==> config.mk <==
export PLATFORM = sky130hd
export DESIGN_NAME = pcr_cfg_regs
export DESIGN_NICKNAME = d
export VERILOG_FILES = /design/src/pkg/pcr_pkg.sv /design/src/pkg/pcr_cfg_if.sv /design/src/core/pcr_addr_dec.sv /design/src/core/pcr_line_store.sv /design/src/core/pcr_cfg_regs.sv
export SDC_FILE = /design/constraint.sdc
export NUM_CORES = 1
export LEC_CHECK = 0
export BUFFER_PORTS_ARGS = -buffer_cell sky130_fd_sc_hd__clkbuf_2
export CORE_UTILIZATION = 25
export CTS_CLUSTER_SIZE = 12
export DETAILED_ROUTE_END_ITERATION = 10
export GPL_ROUTABILITY_DRIVEN = 0
export PLACE_DENSITY = 0.64
export SETUP_SLACK_MARGIN = 0.05
export SYNTH_ARGS = -nofsm -noshare
export SYNTH_HDL_FRONTEND = slang
export SYNTH_HIERARCHICAL = 1
export SYNTH_SLANG_ARGS = --single-unit
export TNS_END_PERCENT = 30
==> constraint.sdc <==
create_clock -name mclk_i -period 0.86 [get_ports mclk_i]
set_input_delay 0.043 -clock mclk_i [delete_from_list [all_inputs] [get_ports mclk_i]]
set_output_delay 0.043 -clock mclk_i [all_outputs]
set_load 0.1 [all_outputs]
==> src/pkg/pcr_pkg.sv <==
/*
  Shared constants, types and decode helpers for the configuration header register bank.
  Assumes configuration cycles arrive on the same clock as the bank, one dword per request.
*/
package pcr_pkg;

  ////////////////////////////////////////////////////////////////////////////
  // address geometry
  localparam int CFG_ADDR_W = 8;
  localparam int DWORD_IDX_W = 6;
  localparam int HDR_DWORDS = 16;

  // byte offsets of the decoded dwords
  localparam logic [7:0] OFF_IDENT = 8'h00;
  localparam logic [7:0] OFF_STATUS = 8'h04;
  localparam logic [7:0] OFF_RSVD_FIRST = 8'h14;
  localparam logic [7:0] OFF_RSVD_LAST = 8'h38;
  localparam logic [7:0] OFF_INTR = 8'h3c;
  localparam logic [7:0] OFF_DEP_FIRST = 8'h40;

  ////////////////////////////////////////////////////////////////////////////
  // field positions
  localparam int LAT_LSB = 24;
  localparam int GNT_LSB = 16;
  localparam int PIN_LSB = 8;
  localparam int LINE_LSB = 0;
  localparam int ID_DEV_LSB = 16;
  localparam int STAT_FLAG_BIT = 31;
  localparam int LINE_BYTE_LANE = 0;
  localparam int FLAG_BYTE_LANE = 3;

  ////////////////////////////////////////////////////////////////////////////
  // fixed and reset values
  localparam logic [7:0] MAX_LAT_VAL = 8'h0f;
  localparam logic [7:0] MIN_GNT_VAL = 8'h00;
  localparam logic [7:0] INT_PIN_VAL = 8'h01;
  localparam logic [7:0] INT_LINE_RST = 8'h00;
  localparam logic STAT_FLAG_RST = 1'b0;
  localparam logic [31:0] ZERO_WORD = 32'h0000_0000;
  localparam int ANS_LAT_CYC = 1;

  typedef enum logic {
    PCR_ANS_IDLE = 1'b0,
    PCR_ANS_DONE = 1'b1
  } pcr_ans_t;

  function automatic logic [5:0] pcr_dw(input logic [7:0] off);
    return off[7:2];
  endfunction

  function automatic logic pcr_in_range(input logic [5:0] idx, input logic [7:0] lo, input logic [7:0] hi);
    return (idx >= pcr_dw(lo)) && (idx <= pcr_dw(hi));
  endfunction

endpackage

==> src/pkg/pcr_cfg_if.sv <==
/*
  Carrier between the bank top, its address decoder and its writable byte store.
  Assumes the top drives the request side already gated by the clock enable.
*/
`timescale 1ns/10ps
interface pcr_cfg_if;
  logic req;
  logic we;
  logic func;
  logic [5:0] dw;
  logic [3:0] be;
  logic [31:0] wdata;
  logic sel_id;
  logic sel_stat;
  logic sel_intr;
  logic sel_rsvd;
  logic sel_dep;

  modport host (output req, we, func, dw, be, wdata, input sel_id, sel_stat, sel_intr, sel_rsvd, sel_dep);
  modport dec (input func, dw, output sel_id, sel_stat, sel_intr, sel_rsvd, sel_dep);
  modport store (input req, we, be, wdata, sel_intr);
endinterface

==> src/core/pcr_addr_dec.sv <==
/*
  Function and dword decoder for configuration cycles.
  Assumes dw is the dword index of the byte address and func the function number.
*/
`timescale 1ns/10ps
module pcr_addr_dec
  import pcr_pkg::*;
(
  pcr_cfg_if.dec cfg
);

  always_comb begin
    cfg.sel_id = 1'b0;
    cfg.sel_stat = 1'b0;
    cfg.sel_intr = 1'b0;
    cfg.sel_rsvd = 1'b0;
    // RQ6 header limit decode
    cfg.sel_dep = (cfg.dw >= pcr_dw(OFF_DEP_FIRST));
    if (!cfg.sel_dep) begin
      // RQ13 shared identification dword
      cfg.sel_id = (cfg.dw == pcr_dw(OFF_IDENT));
      if (cfg.func) begin
        // RQ10 sixteen dword decode
        cfg.sel_stat = (cfg.dw == pcr_dw(OFF_STATUS));
      end else begin
        // RQ1 reserved span decode
        cfg.sel_rsvd = pcr_in_range(cfg.dw, OFF_RSVD_FIRST, OFF_RSVD_LAST);
        cfg.sel_intr = (cfg.dw == pcr_dw(OFF_INTR));
      end
    end
  end

endmodule

==> src/core/pcr_line_store.sv <==
/*
  Writable interrupt routing byte of the first function.
  Assumes req is already qualified by the clock enable and decode comes through the carrier.
*/
`timescale 1ns/10ps
module pcr_line_store
  import pcr_pkg::*;
(
  // clock, reset and enable
  input wire logic mclk_i,
  input wire logic arst_n_i,
  input wire logic ce_i,
  // carrier
  pcr_cfg_if.store cfg,
  // stored value
  output logic [7:0] line_o
);

  logic [7:0] line_reg;
  logic [7:0] line_next;

  always_comb begin
    line_next = line_reg;
    // RQ9 keep last write
    if (cfg.req && cfg.we && cfg.sel_intr && cfg.be[LINE_BYTE_LANE]) begin
      line_next = cfg.wdata[LINE_LSB +: 8];
    end
  end

  // RQ5 routing byte reset
  always_ff @(posedge mclk_i or negedge arst_n_i) begin
    if (!arst_n_i) begin
      line_reg <= INT_LINE_RST;
    end else if (ce_i) begin
      line_reg <= line_next;
    end
  end

  assign line_o = line_reg;

endmodule

==> src/core/pcr_cfg_regs.sv <==
/*
  Configuration header register bank: tail of the first function header, identification
  dword shared by both functions, and a write-one-to-reset event flag in the second function.
  Assumes configuration cycles come from logic on mclk_i, one dword per one-cycle request.
*/
`timescale 1ns/10ps

// Notes on behaviour
// RQ1: First-function dwords 0x14 to 0x38 read as zero and ignore writes.
// RQ2: Bits 31:24 of dword 0x3c read the fixed latency requirement 0x0f and cannot be written.
// RQ3: Bits 23:16 of dword 0x3c read zero and cannot be written.
// RQ4: Bits 15:8 of dword 0x3c read 0x01, naming the first interrupt pin.
// RQ5: Bits 7:0 of dword 0x3c reset to zero and hold the routing byte software writes.
// RQ6: Only the 64-byte header exists; offsets 0x40 and above read zero and ignore writes.
// RQ7: Read-only fields return their fixed pattern, unused ones zero, and writes never change them.
// RQ8: A write-one-to-reset bit clears when a one is written to it and keeps its value on a zero.
// RQ9: A read/write field returns exactly the value last written to it.
// RQ10: The second function decodes sixteen dwords at consecutive offsets from zero.
// RQ11: Bits 31:16 of dword 0 return a fixed device code whose low digit follows the channel count.
// RQ12: Bits 15:0 of dword 0 return a fixed vendor code and ignore writes.
// RQ13: Dword 0 is one register, read the same from either function.
// RQ14: Registers are reached only by configuration cycles naming function and dword, answered in that cycle's data phase.
module pcr_cfg_regs
  import pcr_pkg::*;
#(
  parameter int CHAN_COUNT = 256,
  // arbitrary identity values, not any real part
  parameter logic [11:0] DEV_ID_HI = 12'h5a3,
  parameter logic [15:0] VENDOR_ID = 16'h0a5c
)
(
  // clock, reset, enable
  input wire logic mclk_i,
  input wire logic arst_n_i,
  input wire logic ce_i,
  // configuration cycle request
  input wire logic cfg_req_i,
  input wire logic cfg_we_i,
  input wire logic cfg_func_i,
  input wire logic [CFG_ADDR_W-1:0] cfg_addr_i,
  input wire logic [3:0] cfg_be_i,
  input wire logic [31:0] cfg_wdata_i,
  // configuration cycle answer
  output logic cfg_ack_o,
  output logic [31:0] cfg_rdata_o,
  // event flag
  input wire logic det_evt_i,
  output logic det_flag_o
);

  ////////////////////////////////////////////////////////////////////////////
  // identity word

  function automatic logic [3:0] chan_digit(input int chans);
    case (chans)
      32: return 4'h1;
      64: return 4'h2;
      128: return 4'h4;
      default: return 4'h8;
    endcase
  endfunction

  localparam logic [31:0] ID_WORD = {DEV_ID_HI, chan_digit(CHAN_COUNT), VENDOR_ID};

  ////////////////////////////////////////////////////////////////////////////
  // decode and store

  pcr_cfg_if cfg ();

  logic take;
  logic [7:0] line_val;

  // RQ14 cycle taken on enable
  assign take = cfg_req_i && ce_i;
  assign cfg.req = take;
  assign cfg.we = cfg_we_i;
  assign cfg.func = cfg_func_i;
  assign cfg.dw = cfg_addr_i[CFG_ADDR_W-1:2];
  assign cfg.be = cfg_be_i;
  assign cfg.wdata = cfg_wdata_i;

  pcr_addr_dec u_dec (
    .cfg(cfg.dec)
  );

  pcr_line_store u_line (
    .mclk_i(mclk_i),
    .arst_n_i(arst_n_i),
    .ce_i(ce_i),
    .cfg(cfg.store),
    .line_o(line_val)
  );

  ////////////////////////////////////////////////////////////////////////////
  // event flag

  logic flag_reg;
  logic flag_next;
  logic flag_clr;

  assign flag_clr = take && cfg_we_i && cfg.sel_stat && cfg_be_i[FLAG_BYTE_LANE] && cfg_wdata_i[STAT_FLAG_BIT];

  always_comb begin
    flag_next = flag_reg;
    // RQ8 write one resets
    if (flag_clr) begin
      flag_next = 1'b0;
    end
    // a new event in the clearing cycle survives
    if (det_evt_i) begin
      flag_next = 1'b1;
    end
  end

  always_ff @(posedge mclk_i or negedge arst_n_i) begin
    if (!arst_n_i) begin
      flag_reg <= STAT_FLAG_RST;
    end else if (ce_i) begin
      flag_reg <= flag_next;
    end
  end

  assign det_flag_o = flag_reg;

  ////////////////////////////////////////////////////////////////////////////
  // read mux

  logic [31:0] rd_word;

  always_comb begin
    // RQ7 unused reads zero
    rd_word = ZERO_WORD;
    if (cfg.sel_id) begin
      // RQ11 device code
      // RQ12 vendor code
      rd_word = ID_WORD;
    end else if (cfg.sel_intr) begin
      // RQ2 latency field
      rd_word[LAT_LSB +: 8] = MAX_LAT_VAL;
      // RQ3 grant field
      rd_word[GNT_LSB +: 8] = MIN_GNT_VAL;
      // RQ4 pin field
      rd_word[PIN_LSB +: 8] = INT_PIN_VAL;
      rd_word[LINE_LSB +: 8] = line_val;
    end else if (cfg.sel_stat) begin
      rd_word[STAT_FLAG_BIT] = flag_reg;
    end
  end

  ////////////////////////////////////////////////////////////////////////////
  // answer phase

  pcr_ans_t ans_reg;
  pcr_ans_t ans_next;
  logic [31:0] rdata_reg;
  logic [31:0] rdata_next;

  always_comb begin
    ans_next = ans_reg;
    rdata_next = rdata_reg;
    case (ans_reg)
      PCR_ANS_IDLE: begin
        if (take) begin
          ans_next = PCR_ANS_DONE;
        end
      end
      PCR_ANS_DONE: begin
        if (!take) begin
          ans_next = PCR_ANS_IDLE;
        end
      end
      default: begin
        ans_next = PCR_ANS_IDLE;
      end
    endcase
    // RQ14 data phase word
    if (take) begin
      rdata_next = cfg_we_i ? ZERO_WORD : rd_word;
    end
  end

  always_ff @(posedge mclk_i or negedge arst_n_i) begin
    if (!arst_n_i) begin
      ans_reg <= PCR_ANS_IDLE;
      rdata_reg <= ZERO_WORD;
    end else if (ce_i) begin
      ans_reg <= ans_next;
      rdata_reg <= rdata_next;
    end
  end

  // ack is held while the enable is low, as is all other state
  assign cfg_ack_o = (ans_reg == PCR_ANS_DONE);
  assign cfg_rdata_o = rdata_reg;
endmodule

==> results of run 1 <==
-- metal layers --
| metal | track usage, % | vias up | routed length [µm] |
|---|---|---|---|
| li1 | - | 444 | - |
| met1 | 13.7 | 445 | 1090 |
| met2 | 18.5 | 49 | 1340 |
| met3 | 3.61 | 5 | 204 |
| met4 | 4.89 | 0 | 38 |
| met5 | 0 | - | 0 |
-- power by group --
group / switching [mW] / internal (mW)
Sequential: 0.0103 / 1.04
Clock: 0.344 / 0.622
Combinational: 0.402 / 0.148
-- path summary, 6_finish.rpt --
kind,cells past startpoint,to,startpoint
worst max-delay path,5,det_flag_o,cfg_addr_i[5]
worst min-delay path,2,u_line/line_o[3],cfg_wdata_i[3]
max in group asynchronous,3,cfg_rdata_o[6],arst_n_i
worst max register to register,3,cfg_rdata_o[26],cfg_rdata_o[26]
min in group asynchronous,2,det_flag_o,arst_n_i
worst min register to register,1,u_line/line_o[7],u_line/line_o[7]
-- cells in the final DEF (no fill, tap or decap), drive strengths merged, types with 2 or more instances in the layout --
cell / count
conb: 11
dfrtp: 22
nand2: 2
inv: 3
nor3: 3
buf: 44
clkbuf: 25
or2: 2
dlygate4sd3: 2
o2bb2ai: 8
mux2: 9
nand4: 6
a21boi: 2
a21oi: 4
-- critical path: cells and delay by family --
| kind | cells | cell delay (ns) |
|---|---|---|
| simple gates | 3 | 0.88 |
| compound gates | 1 | 0.30 |
| buf+inv | 1 | 0.09 |
-- timing repair --
action	CTS	global route
hold buffers	2	0
setup endpoints to repair	44	44
gates resized for setup	5	3
pin swaps	3	4
endpoints found under the hold margin	23	0
buffers inserted	2	1
-- sequential cells by signal, summed over array words and instances (netlist names) --
| name | flops |
|---|---|
| cfg_ack_o | 1 |
| cfg_rdata_o | 12 |
| det_flag_o | 1 |
| u_line/line_o | 8 |
-- area by class of cell --
| type | instances | area, µm² | share of cell area, % |
|---|---|---|---|
| Clock buffer | 3 | 41.3 | 2.10 |
| Clock inverter | 1 | 30.0 | 1.53 |
| Inverter | 3 | 11.3 | 0.572 |
| Multi-Input combinational cell | 60 | 482 | 24.5 |
| Sequential cell | 22 | 563 | 28.6 |
| Tap cell | 52 | 65.1 | 3.31 |
| Timing Repair Buffer | 68 | 776 | 39.4 |
==> impl_results.md, run 1 <==
* IO Count at 85
* Non-Filler Instances at 209
* Max-cap violations at 0
* Final WL at 2.68 mm
* Clk_skew at 0.00409 ns
* Critical path data arrival time at 1.32 ns
* Port bufs at 46
* H-tree levels at 1
* Via count at 943
* Fin area at 1970 µm²
* Cell row count at 24
* Mean Syn Cell Area at 11.7 µm²
* CP startpoint kind: input port
* Die Y at 70.0 µm
* Post-DP HPWL at 2.10 mm
* Fmax at 861 MHz
* Initial antenna violation count at 0
* Horiz. Die Dim at 70.0 µm
* Highest-delay cell along the critical path: or4_4
* DRC Markers at 0
* Drt pass-1 iters at 4
* DR WL/cell at 12.8 µm
* Pwr Total at 2.57 mW
* Die area at 4900 µm²
* Layout area overhead at 70.2%
* Core footprint at 4410 µm²
* Crit Path Category: input port to register
* Clock Tree Root: clkbuf_8
* Pre-CTS setup slack at -0.595 ns
* Worst-Skew Late Latency at 0.27 ns
* Antenna viol nets, final at 0
* Worst-path fanout max at 2
* Total GRT Usage at 11.4%
* Initial core utilization at 26.2%
* Final worst-path cycle share at 135%
* Dpl cells at 200
* Crit-path cells: buf_6 -> or4_4 -> nor3_4 -> nand4_1 -> a221o_1
* TritonCTS clock tree: built
* Status: complete, but fails checks
* Vias in the first global route at 944
* FF-to-FF setup slack at -0.19 ns
* Peak VDD IR at 762 µV
* Vias per cell at 4.51
* Fin Hold WS at 0.00256 ns
* Clock sink count at 22
* First-pass GRT wire length at 4.35 mm
* Max incr delay on CP at 0.56 ns
* Layout net count at 209
* Hold Vio Cnt, Final at 0
* Max-slew violations at 0
* Global route overflow at 0
* Post-layout minimum cycle time at 1.16 ns
* Setup Total Neg Slack at -7.50 ns
* Initial drt markers at 40
* RSZ-0062 raised after global routing: true
* Antenna Cells at 0
* Worst EP required at 1.02 ns
* Inserted Clock Buffers at 3
* Largest net degree at the start of global routing at 14
* Worst setup margin at -0.302 ns
* Clk buf depth at 2
* Power Dens Cells at 1310 nW/µm²
* Ys Warns at 6
* Post-Syn Instances at 99
* Leakage at 0.924 nW
* Clock Pin Slew Worst Setup and Hold Paths at 0.08 ns
* Final core utilization at 44.6%
* Layout filler cell count at 392
* Worst Setup End Kind: register
* Failing checks: negative setup slack
* Post-DP Area at 1820 µm²
* Share of layout cells above drive strength 1 at 60.5%
* Hold/Removal Path Class: input port to register
* Final setup viols at 44
* Post-Syn Area at 1160 µm²
(Power assumes the default switching activity.)
==> run 2: changes to the inputs <==
- CORE_MARGIN: not set -> 4
==> run 2 against run 1 <==
  * The run still ends with negative setup slack left
  * Utilization shrank 1.2 points
  * Die area increased by 18%
  * Clock skew is 0.0035 ns lower
  * Cell area down 2.6%
  * Highest routed layer unchanged
==> impl_results.md, run 2 (synthesis results as in run 1) <==
* Crit-path cells: buf_6 -> or4_4 -> nor3_4 -> nand4_1 -> a221o_1
* Horiz. Die Dim at 76.0 µm
* IO Count at 85
* Power Dens Cells at 1160 nW/µm²
* Leakage at 0.891 nW
* Clock Tree Root: clkbuf_8
* Fin Hold WS at 0.0137 ns
* Crit path buf inv count at 1
* Crit Path Category: input port to register
* Drt pass-1 iters at 4
* Max incr delay on CP at 0.56 ns
* Worst EP required at 1.01 ns
* Flip-flop count of the largest register after layout at 12
* Antenna viol nets, final at 0
* Max-slew violations at 0
* Vias per cell at 4.59
* Clk_skew at 0.000556 ns
* Fin area at 1920 µm²
* Post-DP HPWL at 2.26 mm
* H-tree levels at 1
* Layout net count at 204
* Via count at 932
* Die area at 5780 µm²
* Clock Pin Slew Worst Setup and Hold Paths at 0.08 ns
* Post-layout minimum cycle time at 1.13 ns
* Max-cap violations at 0
* Hold/Removal Path Class: input port to register
* Inserted Clock Buffers at 3
* Final WL at 2.73 mm
* Worst-path fanout max at 2
* CP startpoint kind: input port
* Share of layout cells above drive strength 1 at 60.3%
* Core footprint at 4410 µm²
* Worst Setup End Kind: register
* Most common cell after layout, fill and taps aside: buf_12
* Fmax at 884 MHz
* Clk buf depth at 2
* First-pass GRT wire length at 4.55 mm
* Clock sink count at 22
* CP delay by family, top: simple AND/OR/NAND/NOR gates
* DRC Markers at 0
* Largest net degree at the start of global routing at 13
* Peak VDD IR at 444 µV
* Post-DP Area at 1820 µm²
* Worst-Skew Late Latency at 0.26 ns
* Hold Vio Cnt, Final at 0
* Status: complete, but fails checks
* Port bufs at 46
* Layout area overhead at 65.8%
* Final worst-path cycle share at 132%
* Vias in the first global route at 927
* Antenna Cells at 0
* Highest-delay cell along the critical path: or4_4
* Global route overflow at 0
* Die Y at 76.0 µm
* Final setup viols at 44
* RSZ-0062 raised after global routing: true
* Most frequent cells in the layout: buf_12 (25), clkbuf_2 (22), dfrtp_1 (18)
* Pwr Total at 2.23 mW
* Cell row count at 24
* Failing checks: negative setup slack
* Worst setup margin at -0.272 ns
* Initial antenna violation count at 0
* Critical path data arrival time at 1.28 ns
* Final core utilization at 43.4%
* Total GRT Usage at 9.60%
* Initial core utilization at 26.2%
* DR WL/cell at 13.4 µm
* Initial drt markers at 36
* TritonCTS clock tree: built
-- run 2: area by class of cell --
class	count	area (µm²)
Fill cell	399	2500
Timing Repair Buffer	63	748
Sequential cell	22	563
Multi-Input combinational cell	60	488
Tap cell	52	65.1
Clock buffer	3	41.3
Inverter	3	11.3
-- run 2: path summary, 6_finish.rpt --
path	from	to	slack, ns	depth (start not counted)
setup reg to reg	det_flag_o	cfg_rdata_o[31]	-0.09	2
hold / removal	cfg_wdata_i[2]	u_line/line_o[2]	0.01	2
max in group asynchronous	arst_n_i	cfg_rdata_o[26]	0.27	3
setup / recovery	cfg_addr_i[5]	det_flag_o	-0.27	5
hold reg to reg	u_line/line_o[6]	u_line/line_o[6]	0.52	1
min in group asynchronous	arst_n_i	cfg_rdata_o[30]	0.21	2
-- run 2: power breakdown --
group / total [mW] / switching, mW / internal (mW)
clock: 0.626 / 0.314 / 0.312
combinational: 0.546 / 0.402 / 0.144
sequential: 1.05 / 0.0103 / 1.04
-- run 2: repair_timing --
action	in CTS	in global routing
hold buffers	1	0
pin swaps	2	2
endpoints found under the hold margin	22	0
gates resized for setup	4	6
buffers inserted	0	0
setup endpoints to repair	44	44
cloned	0	0
-- run 2: metrics by stage --
step | setup TNS, ns | instances | worst slack (ns)
after floorplan | -8.82 | 109 | -0.414
after global placement | -9.21 | 199 | -0.558
after detailed placement | -9.49 | 199 | -0.568
after CTS | -7.64 | 203 | -0.282
after global routing | -9.02 | 203 | -0.318
final | -7.44 | 203 | -0.272
-- run 2: routing by layer --
layer	vias to the layer above	routed length, µm	part of all wire (%)	GRT usage [%]
met5	-	0	0	0
met4	0	38	1.4	3.20
met3	5	263	9.7	3.31
met2	46	1320	48	15.3
met1	444	1110	41	12.0
li1	437	-	-	-
==> run 3: changes to the inputs <==
- CORE_UTILIZATION: 25 -> 36
- PLACE_DENSITY: 0.64 -> 0.83
==> run 3 against run 2 <==
  * The run still ends with negative setup slack left
  * Count of clock-buffer cells in the layout rose by 1
  * Non-clock buffer count rose by 10
  * Register-to-register slack got worse by 0.12 ns
  * Cell count rose by 1.5%
  * Cell area rose by 5.2%
  * Global-route usage rose by 6.5 points
  * Fmax fell by 5.2%
  * Power fell by 0.27%
  * Combinational power rose by 5.7%
  * Largest power group unchanged
==> impl_results.md, run 3 (synthesis results as in run 1) <==
* Clock Pin Slew Worst Setup and Hold Paths at 0.13 ns
* Final worst-path cycle share at 139%
* Clk buf depth at 2
* Fmax at 838 MHz
* Layout filler cell count at 218
* Final WL at 3.38 mm
* Layout net count at 214
* H-tree levels at 1
* Post-DP HPWL at 2.55 mm
* Crit Path Category: register to output pin
* Horiz. Die Dim at 64.7 µm
* Worst-Skew Late Latency at 0.31 ns
* Relative slew slack at 62.6%
* Max-slew violations at 0
* Initial antenna violation count at 0
* DR WL/cell at 16.4 µm
* Die area at 4180 µm²
* Max incr delay on CP at 0.51 ns
* Failing checks: negative setup slack
* Share of layout cells above drive strength 1 at 58.6%
* Initial core utilization at 37.9%
* Worst setup margin at -0.334 ns
* Antenna viol nets, final at 0
* RSZ-0062 raised after global routing: true
* Worst path most repeated cell: buf_12
* Largest net degree at the start of global routing at 23
* CP startpoint kind: register
* Worst EP required at 0.82 ns
* Power Dens Cells at 1100 nW/µm²
* Flip-flop count of the largest register after layout at 12
* Port bufs at 46
* Max-cap violations at 0
* Status: complete, but fails checks
* Critical path data arrival time at 1.15 ns
* Global route overflow at 0
* TritonCTS clock tree: built
* Via count at 1017
* Cell row count at 20
* Hold/Removal Path Class: input port to register
* Inserted Clock Buffers at 3
* Leakage at 0.935 nW
* Hold Vio Cnt, Final at 0
* Most common cell after layout, fill and taps aside: buf_12
* First-pass GRT wire length at 5.18 mm
* Final setup viols at 44
* Actual slew at the worst max-slew pin at 0.560 ns
* Clock sink count at 22
* Total GRT Usage at 16.1%
* Core footprint at 3050 µm²
* IO Count at 85
* Fin area at 2020 µm²
* Antenna Cells at 0
* Worst Setup End Kind: output pin
* Initial drt markers at 24
* Vias in the first global route at 1032
* Die Y at 64.7 µm
* Post-DP Area at 1790 µm²
* DRC Markers at 0
* Post-layout minimum cycle time at 1.19 ns
* CP delay by family, top: flip-flops
* Peak VDD IR at 485 µV
* Highest-delay cell along the critical path: dfrtp_4
* Clk_skew at 0.00349 ns
* Layout area overhead at 74.4%
* Crit path buf inv count at 2
* Crit-path cells: buf_12 -> buf_12
* Most frequent cells in the layout: buf_12 (24), clkbuf_2 (22), dfrtp_1 (17)
* Drt pass-1 iters at 4
* Worst-path fanout max at 7
* Final core utilization at 66.0%
* Clock Tree Root: clkbuf_4
* Vias per cell at 4.94
* Fin Hold WS at 0.0566 ns
run 3: report_power, final:
group,switching [mW],leakage (nW),internal [mW]
Combinational,0.414,0.622,0.163
Sequential,0.0114,0.292,1.05
Clock,0.329,0.0210,0.259
run 3: final cells by class:
cell class / count / area (µm²) / area share, %
clock buffer: 4 / 36.3 / 1.80
inverter: 3 / 11.3 / 0.559
multi-input combinational: 60 / 512 / 25.4
sequential: 22 / 564 / 28.0
tap: 44 / 55.1 / 2.73
timing repair buffer: 73 / 837 / 41.5
run 3: routing by layer:
layer | track usage, % | routed length, µm | part of all wire [%] | vias up
met5 | 0 | 0 | 0 | -
met4 | 8.44 | 140 | 4.1 | 0
met3 | 3.47 | 236 | 7.0 | 14
met2 | 30.0 | 1870 | 55 | 59
met1 | 16.7 | 1130 | 34 | 488
li1 | - | - | - | 456
run 3: path summary, 6_finish.rpt:
path / slack [ns] / from / cells past startpoint / to
worst max-delay path: -0.33 / cfg_rdata_o[30] / 2 / cfg_rdata_o[30]
worst min-delay path: 0.06 / cfg_wdata_i[31] / 3 / det_flag_o
worst max register to register: -0.21 / det_flag_o / 3 / cfg_rdata_o[31]
worst min register to register: 0.53 / u_line/line_o[3] / 1 / u_line/line_o[3]
max in group asynchronous: 0.20 / arst_n_i / 2 / cfg_rdata_o[26]
min in group asynchronous: 0.24 / arst_n_i / 2 / det_flag_o
run 3: timing repair:
action | 4_1_cts | 5_1_grt
gates cloned | 0 | 0
setup endpoints to repair | 44 | 45
hold buffers | 9 | 1
gates resized for setup | 4 | 11
setup buffers | 2 | 1
hold endpoints to repair | 31 | 1
pin swaps | 2 | 3
run 3: through the flow:
stage | power (mW) | std cells | setup WS (ns) | TNS (ns)
finish | 2.22 | 206 | -0.334 | -8.90
CTS | 2.20 | 204 | -0.332 | -7.98
global route | 2.31 | 206 | -0.366 | -10.45
global placement | 1.58 | 189 | -0.548 | -8.68
floorplan | 1.48 | 109 | -0.414 | -8.82
detailed placement | 1.60 | 189 | -0.652 | -9.66
run 3: worst reg2reg max path, stage by stage (launching register included):
cell and delay (ns):
dfrtp_2 0.45, buf_6 0.13, and4b_1 0.16, a32o_1 0.23
